--- src/hw/psa_consts.svh ---
// constants shared by both ends of the converter link and the host register map
// assumes inclusion by bare name from design files under hw/
`ifndef PSA_CONSTS_SVH
`define PSA_CONSTS_SVH

`define PSA_OP_RESET      8'h06
`define PSA_OP_START      8'h08
`define PSA_OP_NOP        8'h00
`define PSA_REGISTER_WRITE_OPCODE_NIBBLE   4'h4
`define PSA_REGISTER_WRITE_OPCODE_ALL      8'h43
`define PSA_REGISTER_WRITE_OPCODE_CFG1     8'h44
`define PSA_CFG1_INDEX    2'h1
`define PSA_TEMP_SEL_POS  1
`define PSA_CFG1_ONE_POS  2
`define PSA_TEMP_BITS     14
`define PSA_FILL_BITS     10
`define PSA_SAMPLE_BITS   24
`define PSA_FRAME_BITS    48
`define PSA_POS_FULL      24'h7fffff
`define PSA_NEG_FULL      24'h800000
`define PSA_LFSR_SEED     16'hace1
`define PSA_CFG_DEFAULT   32'h0000_0000

`define PSA_PCLK_NS       40
`define PSA_SCLK_HALF_NS  320
`define PSA_SCLK_HALF_CYC ((`PSA_SCLK_HALF_NS + `PSA_PCLK_NS - 1) / `PSA_PCLK_NS)

`define PSA_OFF_CTRL      12'h000
`define PSA_OFF_CFG       12'h004
`define PSA_OFF_DEFAULTS  12'h008
`define PSA_OFF_STATUS    12'h00c
`define PSA_OFF_TEMP      12'h010
`define PSA_OFF_PRESS     12'h014

`define PSA_CTRL_INIT     0
`define PSA_CTRL_TEMP     1
`define PSA_CTRL_PRESS    2
`define PSA_ST_BUSY       0
`define PSA_ST_TEMP_VAL   1
`define PSA_ST_PRESS_VAL  2
`define PSA_ST_INIT_DONE  3

`endif

--- src/hw/psa_pkg.sv ---
// types and small helpers used by the host end
// assumes psa_consts.svh is on the include path
`include "psa_consts.svh"
package psa_pkg;
    typedef enum logic [2:0] {
        PSA_H_IDLE,
        PSA_H_LEAD,
        PSA_H_SHIFT,
        PSA_H_TAIL,
        PSA_H_GAP
    } psa_host_state_e;

    typedef enum logic [1:0] {
        PSA_KIND_INIT,
        PSA_KIND_TEMP,
        PSA_KIND_PRESS
    } psa_kind_e;

    // configuration register 1 image: rate, mode, fixed one, temperature select, fixed zero
    function automatic logic [7:0] psa_cfg1(input logic [2:0] rate_field,
                                            input logic [1:0] mode,
                                            input logic       temperature_select_bit);
        psa_cfg1 = {rate_field, mode, 1'b1, temperature_select_bit, 1'b0};
    endfunction
endpackage

--- src/hw/psa_link_if.sv ---
// serial link between host controller and converter: clock, two selects, data both ways
// assumes both ends run on their own pclk and sample these wires through synchronisers
`timescale 1ns/1ps
interface psa_link_if;
    logic sclk;
    logic adc_select_n;
    logic memory_select_n;
    logic mosi;
    logic miso;

    modport host (
        output sclk,
        output adc_select_n,
        output memory_select_n,
        output mosi,
        input  miso
    );

    modport adc (
        input  sclk,
        input  adc_select_n,
        input  memory_select_n,
        input  mosi,
        output miso
    );
endinterface

--- src/hw/psa_host_end.sv ---
// host end: apb register slave driving the converter link as a mode 1 serial master
// assumes the converter samples the link with its own clock; serial clock made here
//
// Overview of operation
// RULE_01 - reset opcode restores configuration defaults
// RULE_02 - host initialises registers before using samples
// RULE_03 - memory select high, then converter select low
// RULE_04 - one write of four default bytes
// RULE_05 - reset opcode precedes default register write
// RULE_06 - host captures temperature and pressure samples
// RULE_07 - converter select low before each sequence
// RULE_08 - temperature mode: write register 1, select set
// RULE_09 - pressure mode: write register 1, select clear
// RULE_10 - start opcode begins a conversion
// RULE_11 - sample shifts out after command byte
// RULE_12 - temperature read: 14 result bits, 10 discarded
// RULE_13 - temperature code is two's complement
// RULE_14 - host scales temperature by 0.03125 per count; the host returns the raw 14-bit code, zero-extended and unscaled
// RULE_15 - pressure is 24-bit two's complement, msb first
// RULE_16 - pressure code saturates at full scale
// RULE_17 - never both selects low together
// RULE_18 - link uses spi mode 1
// RULE_19 - write opcode 0100, register, count minus one
// RULE_20 - register 1 layout; bit 2 one, bit 0 zero
`timescale 1ns/1ps
`include "psa_consts.svh"
module psa_host_end #(
    parameter int HALF = `PSA_SCLK_HALF_CYC
) (
    input  wire logic        pclk,
    input  wire logic        presetn,
    input  wire logic        psel,
    input  wire logic        penable,
    input  wire logic        pwrite,
    input  wire logic [11:0] paddr,
    input  wire logic [31:0] pwdata,
    output logic [31:0]      prdata,
    output logic             pready,
    output logic             pslverr,
    psa_link_if.host         link
);
    psa_pkg::psa_host_state_e state;
    psa_pkg::psa_kind_e       kind;
    psa_pkg::psa_kind_e       req_kind;
    logic [7:0]  div_cnt;
    logic [5:0]  bit_cnt;
    logic [47:0] tx_sr;
    logic [23:0] rx_sr;
    logic [1:0]  miso_sync;
    logic        sclk_reg;
    logic        sel_n_reg;
    logic        mem_sel_n_reg;
    logic        mosi_reg;
    logic        frame_done;
    logic        req;
    logic [2:0]  cfg_rate;
    logic [1:0]  cfg_mode;
    logic [31:0] defaults_reg;
    logic [13:0] temp_reg;
    logic [23:0] press_reg;
    logic        temp_val;
    logic        press_val;
    logic        init_done;
    logic [31:0] prdata_reg;
    logic        pready_reg;
    logic        pslverr_reg;
    logic        wr_now;
    logic        mapped;
    logic        half_up;
    logic        st_clear;

    assign half_up  = (div_cnt == 8'(HALF - 1));
    assign wr_now   = psel & penable & pready_reg & pwrite;
    assign mapped   = (paddr == `PSA_OFF_CTRL) | (paddr == `PSA_OFF_CFG) |
                      (paddr == `PSA_OFF_DEFAULTS) | (paddr == `PSA_OFF_STATUS) |
                      (paddr == `PSA_OFF_TEMP) | (paddr == `PSA_OFF_PRESS);
    assign st_clear = wr_now & (paddr == `PSA_OFF_STATUS);

    // temperature and pressure requests are ignored until the defaults are loaded
    always_ff @(posedge pclk or negedge presetn) begin
        if (!presetn) begin
            req      <= 1'b0;
            req_kind <= psa_pkg::PSA_KIND_INIT;
        end else begin
            req <= 1'b0;
            if (wr_now && paddr == `PSA_OFF_CTRL && state == psa_pkg::PSA_H_IDLE && !req) begin
                if (pwdata[`PSA_CTRL_INIT]) begin
                    req      <= 1'b1;
                    req_kind <= psa_pkg::PSA_KIND_INIT;
                end else if (pwdata[`PSA_CTRL_TEMP] && init_done) begin // [RULE_02]
                    req      <= 1'b1;
                    req_kind <= psa_pkg::PSA_KIND_TEMP;
                end else if (pwdata[`PSA_CTRL_PRESS] && init_done) begin // [RULE_02]
                    req      <= 1'b1;
                    req_kind <= psa_pkg::PSA_KIND_PRESS;
                end
            end
        end
    end

    always_ff @(posedge pclk or negedge presetn) begin
        if (!presetn)
            miso_sync <= 2'h0;
        else
            miso_sync <= {miso_sync[0], link.miso};
    end

    // frame engine: select low, 48 clocks, select high, one idle half period
    always_ff @(posedge pclk or negedge presetn) begin
        if (!presetn) begin
            state         <= psa_pkg::PSA_H_IDLE;
            kind          <= psa_pkg::PSA_KIND_INIT;
            div_cnt       <= 8'h00;
            bit_cnt       <= 6'h00;
            tx_sr         <= 48'h0;
            rx_sr         <= 24'h0;
            sclk_reg      <= 1'b0;
            sel_n_reg     <= 1'b1;
            mem_sel_n_reg <= 1'b1;
            mosi_reg      <= 1'b0;
            frame_done    <= 1'b0;
        end else begin
            frame_done    <= 1'b0;
            mem_sel_n_reg <= 1'b1; // [RULE_03] [RULE_17]
            unique case (state)
                psa_pkg::PSA_H_IDLE: begin
                    div_cnt <= 8'h00;
                    bit_cnt <= 6'h00;
                    if (req) begin
                        kind      <= req_kind;
                        sel_n_reg <= 1'b0; // [RULE_03] [RULE_07]
                        state     <= psa_pkg::PSA_H_LEAD;
                        if (req_kind == psa_pkg::PSA_KIND_INIT)
                            tx_sr <= {`PSA_OP_RESET, `PSA_REGISTER_WRITE_OPCODE_ALL, // [RULE_05] [RULE_04]
                                      defaults_reg[7:0], defaults_reg[15:8],
                                      defaults_reg[23:16], defaults_reg[31:24]};
                        else
                            tx_sr <= {`PSA_REGISTER_WRITE_OPCODE_CFG1, // [RULE_08] [RULE_09]
                                      psa_pkg::psa_cfg1(cfg_rate, cfg_mode, // [RULE_20]
                                          req_kind == psa_pkg::PSA_KIND_TEMP),
                                      `PSA_OP_START, `PSA_OP_NOP, // [RULE_10]
                                      `PSA_OP_NOP, `PSA_OP_NOP};
                    end
                end
                psa_pkg::PSA_H_LEAD: begin
                    div_cnt <= half_up ? 8'h00 : div_cnt + 8'h01;
                    if (half_up) begin
                        sclk_reg <= 1'b1;
                        mosi_reg <= tx_sr[`PSA_FRAME_BITS-1];
                        tx_sr    <= {tx_sr[46:0], 1'b0};
                        state    <= psa_pkg::PSA_H_SHIFT;
                    end
                end
                psa_pkg::PSA_H_SHIFT: begin
                    div_cnt <= half_up ? 8'h00 : div_cnt + 8'h01;
                    if (half_up && sclk_reg) begin
                        sclk_reg <= 1'b0;
                        rx_sr    <= {rx_sr[22:0], miso_sync[1]}; // [RULE_18]
                        bit_cnt  <= bit_cnt + 6'h01;
                        if (bit_cnt == 6'(`PSA_FRAME_BITS - 1))
                            state <= psa_pkg::PSA_H_TAIL;
                    end else if (half_up) begin
                        sclk_reg <= 1'b1; // [RULE_18]
                        mosi_reg <= tx_sr[`PSA_FRAME_BITS-1];
                        tx_sr    <= {tx_sr[46:0], 1'b0};
                    end
                end
                psa_pkg::PSA_H_TAIL: begin
                    div_cnt <= half_up ? 8'h00 : div_cnt + 8'h01;
                    if (half_up) begin
                        sel_n_reg <= 1'b1;
                        mosi_reg  <= 1'b0;
                        state     <= psa_pkg::PSA_H_GAP;
                    end
                end
                psa_pkg::PSA_H_GAP: begin
                    div_cnt <= half_up ? 8'h00 : div_cnt + 8'h01;
                    if (half_up) begin
                        frame_done <= 1'b1;
                        state      <= psa_pkg::PSA_H_IDLE;
                    end
                end
            endcase
        end
    end

    // results; a new sample sets its flag even in the cycle software clears it
    always_ff @(posedge pclk or negedge presetn) begin
        if (!presetn) begin
            temp_reg  <= 14'h0000;
            press_reg <= 24'h000000;
            temp_val  <= 1'b0;
            press_val <= 1'b0;
            init_done <= 1'b0;
        end else begin
            if (st_clear && pwdata[`PSA_ST_TEMP_VAL])
                temp_val <= 1'b0;
            if (st_clear && pwdata[`PSA_ST_PRESS_VAL])
                press_val <= 1'b0;
            if (frame_done) begin
                unique case (kind)
                    psa_pkg::PSA_KIND_INIT: init_done <= 1'b1;
                    psa_pkg::PSA_KIND_TEMP: begin
                        temp_reg <= rx_sr[`PSA_SAMPLE_BITS-1:`PSA_FILL_BITS]; // [RULE_12] [RULE_06]
                        temp_val <= 1'b1;
                    end
                    psa_pkg::PSA_KIND_PRESS: begin
                        press_reg <= rx_sr; // [RULE_15] [RULE_06]
                        press_val <= 1'b1;
                    end
                endcase
            end
        end
    end

    always_ff @(posedge pclk or negedge presetn) begin
        if (!presetn) begin
            cfg_rate     <= 3'h0;
            cfg_mode     <= 2'h0;
            defaults_reg <= `PSA_CFG_DEFAULT;
        end else if (wr_now && paddr == `PSA_OFF_CFG) begin
            cfg_rate <= pwdata[7:5];
            cfg_mode <= pwdata[4:3];
        end else if (wr_now && paddr == `PSA_OFF_DEFAULTS) begin
            defaults_reg <= pwdata;
        end
    end

    // one wait state: read data latched in setup, ready raised in the second access cycle
    always_ff @(posedge pclk or negedge presetn) begin
        if (!presetn) begin
            prdata_reg  <= 32'h0;
            pready_reg  <= 1'b0;
            pslverr_reg <= 1'b0;
        end else begin
            pready_reg  <= psel & penable & ~pready_reg;
            pslverr_reg <= psel & penable & ~pready_reg & ~mapped;
            if (psel && !penable) begin
                unique case (paddr)
                    `PSA_OFF_CFG:      prdata_reg <= {24'h0, cfg_rate, cfg_mode, 3'h0};
                    `PSA_OFF_DEFAULTS: prdata_reg <= defaults_reg;
                    `PSA_OFF_STATUS:   prdata_reg <= {28'h0, init_done, press_val, temp_val,
                                                      state != psa_pkg::PSA_H_IDLE || req};
                    `PSA_OFF_TEMP:     prdata_reg <= {18'h0, temp_reg}; // [RULE_13] [RULE_14]
                    `PSA_OFF_PRESS:    prdata_reg <= {8'h0, press_reg}; // [RULE_16]
                    default:           prdata_reg <= 32'h0;
                endcase
            end
        end
    end

    assign prdata               = prdata_reg;
    assign pready               = pready_reg;
    assign pslverr              = pslverr_reg;
    assign link.sclk            = sclk_reg;
    assign link.adc_select_n    = sel_n_reg;
    assign link.memory_select_n = mem_sel_n_reg;
    assign link.mosi            = mosi_reg;
endmodule // psa_host_end

--- src/flat_wrapper.sv ---
// flat-port wrapper written by rule: the top's interface ports become plain ports
module psa_host_end_flat 
#(
    parameter int HALF = `PSA_SCLK_HALF_CYC
)
  (pclk, presetn, psel, penable, pwrite, paddr, pwdata, prdata, pready, pslverr, link_sclk, link_adc_select_n, link_memory_select_n, link_mosi, link_miso);
  psa_link_if link_i ();
  input  wire logic pclk;
  input  wire logic presetn;
  input  wire logic psel;
  input  wire logic penable;
  input  wire logic pwrite;
  input  wire logic [11:0] paddr;
  input  wire logic [31:0] pwdata;
  output logic [31:0] prdata;
  output logic pready;
  output logic pslverr;
  output wire logic [$bits(link_i.sclk)-1:0] link_sclk;
  output wire logic [$bits(link_i.adc_select_n)-1:0] link_adc_select_n;
  output wire logic [$bits(link_i.memory_select_n)-1:0] link_memory_select_n;
  output wire logic [$bits(link_i.mosi)-1:0] link_mosi;
  input wire logic [$bits(link_i.miso)-1:0] link_miso;
  assign link_sclk = link_i.sclk;
  assign link_adc_select_n = link_i.adc_select_n;
  assign link_memory_select_n = link_i.memory_select_n;
  assign link_mosi = link_i.mosi;
  assign link_i.miso = link_miso;
  psa_host_end #(.HALF(HALF)) u_core (.pclk(pclk), .presetn(presetn), .psel(psel), .penable(penable), .pwrite(pwrite), .paddr(paddr), .pwdata(pwdata), .prdata(prdata), .pready(pready), .pslverr(pslverr), .link(link_i));
endmodule
--- config.mk ---
export PLATFORM = sky130hd
export DESIGN_NAME = psa_host_end_flat
export DESIGN_NICKNAME = d
export VERILOG_FILES = /design/src/hw/psa_pkg.sv /design/src/hw/psa_link_if.sv /design/src/hw/psa_host_end.sv /design/src/flat_wrapper.sv
export VERILOG_INCLUDE_DIRS = /design/src /design/src/hw
export SDC_FILE = /design/constraint.sdc
export NUM_CORES = 1
export LEC_CHECK = 0
export BUFFER_PORTS_ARGS = -buffer_cell sky130_fd_sc_hd__buf_2
export CAP_MARGIN = 25
export CORE_MARGIN = 3
export CORE_UTILIZATION = 64
export DETAILED_ROUTE_END_ITERATION = 12
export PLACE_DENSITY = 0.85
export SLEW_MARGIN = 10
export SYNTH_ARGS = -nofsm -noshare
export SYNTH_HDL_FRONTEND = slang
export SYNTH_SLANG_ARGS = --single-unit
--- constraint.sdc ---
create_clock -name pclk -period 5 [get_ports pclk]
set_clock_uncertainty 0.15 [all_clocks]
set_input_delay 0.5 -clock pclk [delete_from_list [all_inputs] [get_ports pclk]]
set_output_delay 0.5 -clock pclk [all_outputs]
set_load 0.005 [all_outputs]
==> impl_results.md <==
- Outcome: finished, violations left
- Failing checks: negative hold slack
- FMAX: 303 MHz
- Syn_nets: 843
- Post-route ant nets: 0
- Post-CTS setup buffers: 0
- CP max FO: 25
- Ranking of synthesized cells by area: dfrtp_1, mux2_2, mux2_4
- Root buffer cell: clkbuf_16
- Vias per Instance: 6.30
- Avg Cell Area, Syn: 12.3 µm²
- Insertion delay of the later-clocked pin in the worst-skew pair: 500 ps
- VDD IR max: 246 µV
- Fillers: 926
- Die area: 16600 µm²
- Endpoints failing setup: 0
- Max-cap check violation count: 0
- Worst EP required: 5230 ps
- Num ports: 88
- Minimum clock period: 3300 ps
- Internal reg-to-reg setup slack: 1700 ps
- Worst setup EP type: flip-flop
- Effective utilization at floorplan: 66.1%
- Clock buffer depth: 3
- Pre-antenna DRT Iters: 4
- Clk sink count: 212
- CTS buffer count: 22
- Antenna violations before repair: 0
- Slew HR: 35.3%
- Post-synth EDFFs: 0
- Fin crit share: 66.0%
- Post-synth top flop: dfrtp_1
- Grt ovf: 0
- Die Ht: 129 µm
- Via Count: 6691
- WL/cell: 20.7 µm
- Final Hold Viols: 23
- Max FFs per register: 48
- Yosys reg bits: 212
- Ant. Diodes: 0
- Multi-input gate area: 4030 µm²
- Row cnt: 44
- Largest net degree at the start of global routing: 124
- Ratio of cells with drive above 1 in the final layout: 34.6%
- Core Footprint: 14600 µm²
- Vias in the first global route: 6893
- RSZ-0062 raised after global routing: false
- Hold slack: -68.5 ps
- Gr usage total: 27.0%
- Post-route DRC: 0
- Worst path arrival time: 3530 ps
- Synth warn: 0
- CTS H-tree lvls: 1
- Layout Nets: 916
- Area grow syn2layout: 13.2%
- CTS tree: done
- First-pass GRT wire length: 35900 µm
- Mapped Cells: 789
- Max-slew violations: 0
- FFs w/ async S/R, synth: 100%
- Crit path launch type: flip-flop
- Util after Layout: 74.9%
- PwrDens: 312 nW/µm²
- HP Class: primary input to asynchronous set/reset pin
- Worst Tran Pin Value: 971 ps
- Leak: 0.00525 µW
- GPL Wtd Cong: 0.931
- Reg area: 5310 µm²
- Clock Pin Slew Worst Setup and Hold Paths: 60 ps
- Port Buffers: 86
- Share of Yosys cell area claimed by the top area cell type: 54.5%
- Post-DP HPWL: 14800 µm
- Die width: 129 µm
- Yosys cell types: 55
- RR Endpoint: u_core.tx_sr[25]
- Synthesized cell area: 9680 µm²
- Setup TNS: 0 ps
- Post-synthesis sequential area ratio: 54.8%
- DRT Wirelength: 22000 µm
- DRT iter0 DRCs: 522
- RR Startpoint: u_core.div_cnt[3]
- Worst reg-to-reg path cell count: 9
- Setup Crit Path Kind: flip-flop to flip-flop
- Library cell with the largest summed area after synthesis: dfrtp_1
-- Yosys cell counts (3+ instances only) --
| library cell | number |
|---|---|
| nor3b_1 | 16 |
| mux2_4 | 30 |
| o211ai_1 | 16 |
| nand3_1 | 9 |
| and3_1 | 4 |
| or2_2 | 4 |
| a31oi_1 | 18 |
| dfrtp_1 | 211 |
| buf_6 | 5 |
| o21ai_0 | 51 |
| nand2_1 | 43 |
| xor2_1 | 9 |
| inv_1 | 30 |
| nand4_1 | 6 |
| a32oi_1 | 21 |
| xnor2_1 | 4 |
| mux2_2 | 113 |
| mux2i_1 | 30 |
| ha_1 | 4 |
| o21ai_1 | 10 |
| buf_1 | 8 |
| a22oi_1 | 6 |
| nor4_1 | 4 |
| buf_4 | 5 |
| or3b_2 | 3 |
| nor3_1 | 10 |
| clkbuf_1 | 24 |
| a21oi_1 | 11 |
| nand2b_1 | 5 |
| nor2b_1 | 6 |
| buf_2 | 8 |
| nor2_1 | 37 |
-- per-layer routing --
| metal | up-vias | global-route usage [%] | wire length, µm |
|---|---|---|---|
| met5 | - | 0 | 0 |
| met4 | 0 | 7.04 | 485 |
| met3 | 40 | 4.86 | 1190 |
| met2 | 231 | 45.1 | 11000 |
| met1 | 3426 | 37.1 | 9380 |
| li1 | 2994 | - | - |
-- per-stage QoR --
stage | worst slack, ps | cell area, µm² | hold WS [ps] | std cells | power [µW]
finish | 1700 | 11000 | -68.5 | 1062 | 3420
global placement | 1900 | 10200 | 184 | 1019 | 1840
detailed placement | 1780 | 10200 | 194 | 1019 | 1850
global route | 1560 | 11000 | 29.4 | 1062 | 3520
CTS | 1740 | 10900 | 30.4 | 1060 | 3440
floorplan | 2350 | 9680 | 54.4 | 789 | 1780
-- repair_timing --
item,CTS,global route
hold buffers,1,0
endpoints found under the hold margin,1,0
gates resized for setup,0,0
-- how the worst max path moves through the flow --
stage                                 start               end  cells after the start
after floorplan           u_core.div_cnt[3]  u_core.rx_sr[10]                      8
after global placement      u_core.state[0]  u_core.tx_sr[25]                      6
after detailed placement  u_core.div_cnt[3]  u_core.tx_sr[25]                      9
after CTS                 u_core.div_cnt[3]  u_core.tx_sr[25]                      9
after global routing      u_core.div_cnt[3]  u_core.tx_sr[38]                      9
final                     u_core.div_cnt[3]  u_core.tx_sr[25]                      9
-- final cells by class --
type                            instances  area share [%]
Inverter                               31            1.06
Clock inverter                         11           0.605
Multi-Input combinational cell        496            36.8
Clock buffer                           29            6.00
Sequential cell                       212            48.4
Timing Repair Buffer                   99            5.07
Tap cell                              184            2.10
-- worst max-delay path: stages, from the launching register on --
cell	delay [ps]
dfrtp_1	430
nor4b_1	430
nand3_1	250
inv_1	150
ha_1	230
nor4bb_4	330
nor2_1	70
a22o_2	440
buf_4	360
mux2_2	320
-- layout by cell type, fill, tap and decap left out, drive strengths merged, types with 4 or more instances in the layout --
cell    netlist  layout
nor3         13      13
nand2b        5       5
a32oi        21      21
xor2          9       9
xnor2         4       4
nand2        44      44
a22oi         6       6
or2           4       4
o211ai       16      16
dfrtp       211     211
nand4         6       6
mux2i        30      30
clkinv        1       9
inv          30      31
nor2b         6       6
nor2         37      37
a31oi        18      18
nor3b        16      16
nand3         9       9
nor4          8       8
and3          4       4
mux2        143     143
clkbuf       24      30
o21ai        61      61
buf          26      97
a21oi        11      11
ha            4       4
-- cells by family (layout without fill, tap and decap cells) --
family	Yosys count	after routing	synth area share, %
flops	212	212	54.8
buf+inv	81	170	3.82
compound gates	140	140	9.17
xor+xnor	13	13	1.18
mux	173	173	20.9
fa+ha+maj	4	4	0.517
other cells	1	1	0.0387
simple gates	165	165	9.57
-- power breakdown --
group | leakage [µW] | total [µW] | internal, µW | switching [µW]
combinational | 0.00194 | 94.0 | 26.5 | 67.6
sequential | 0.00294 | 1720 | 1720 | 1.47
clock | 0.000364 | 1610 | 931 | 679
(Power assumes the default switching activity.)
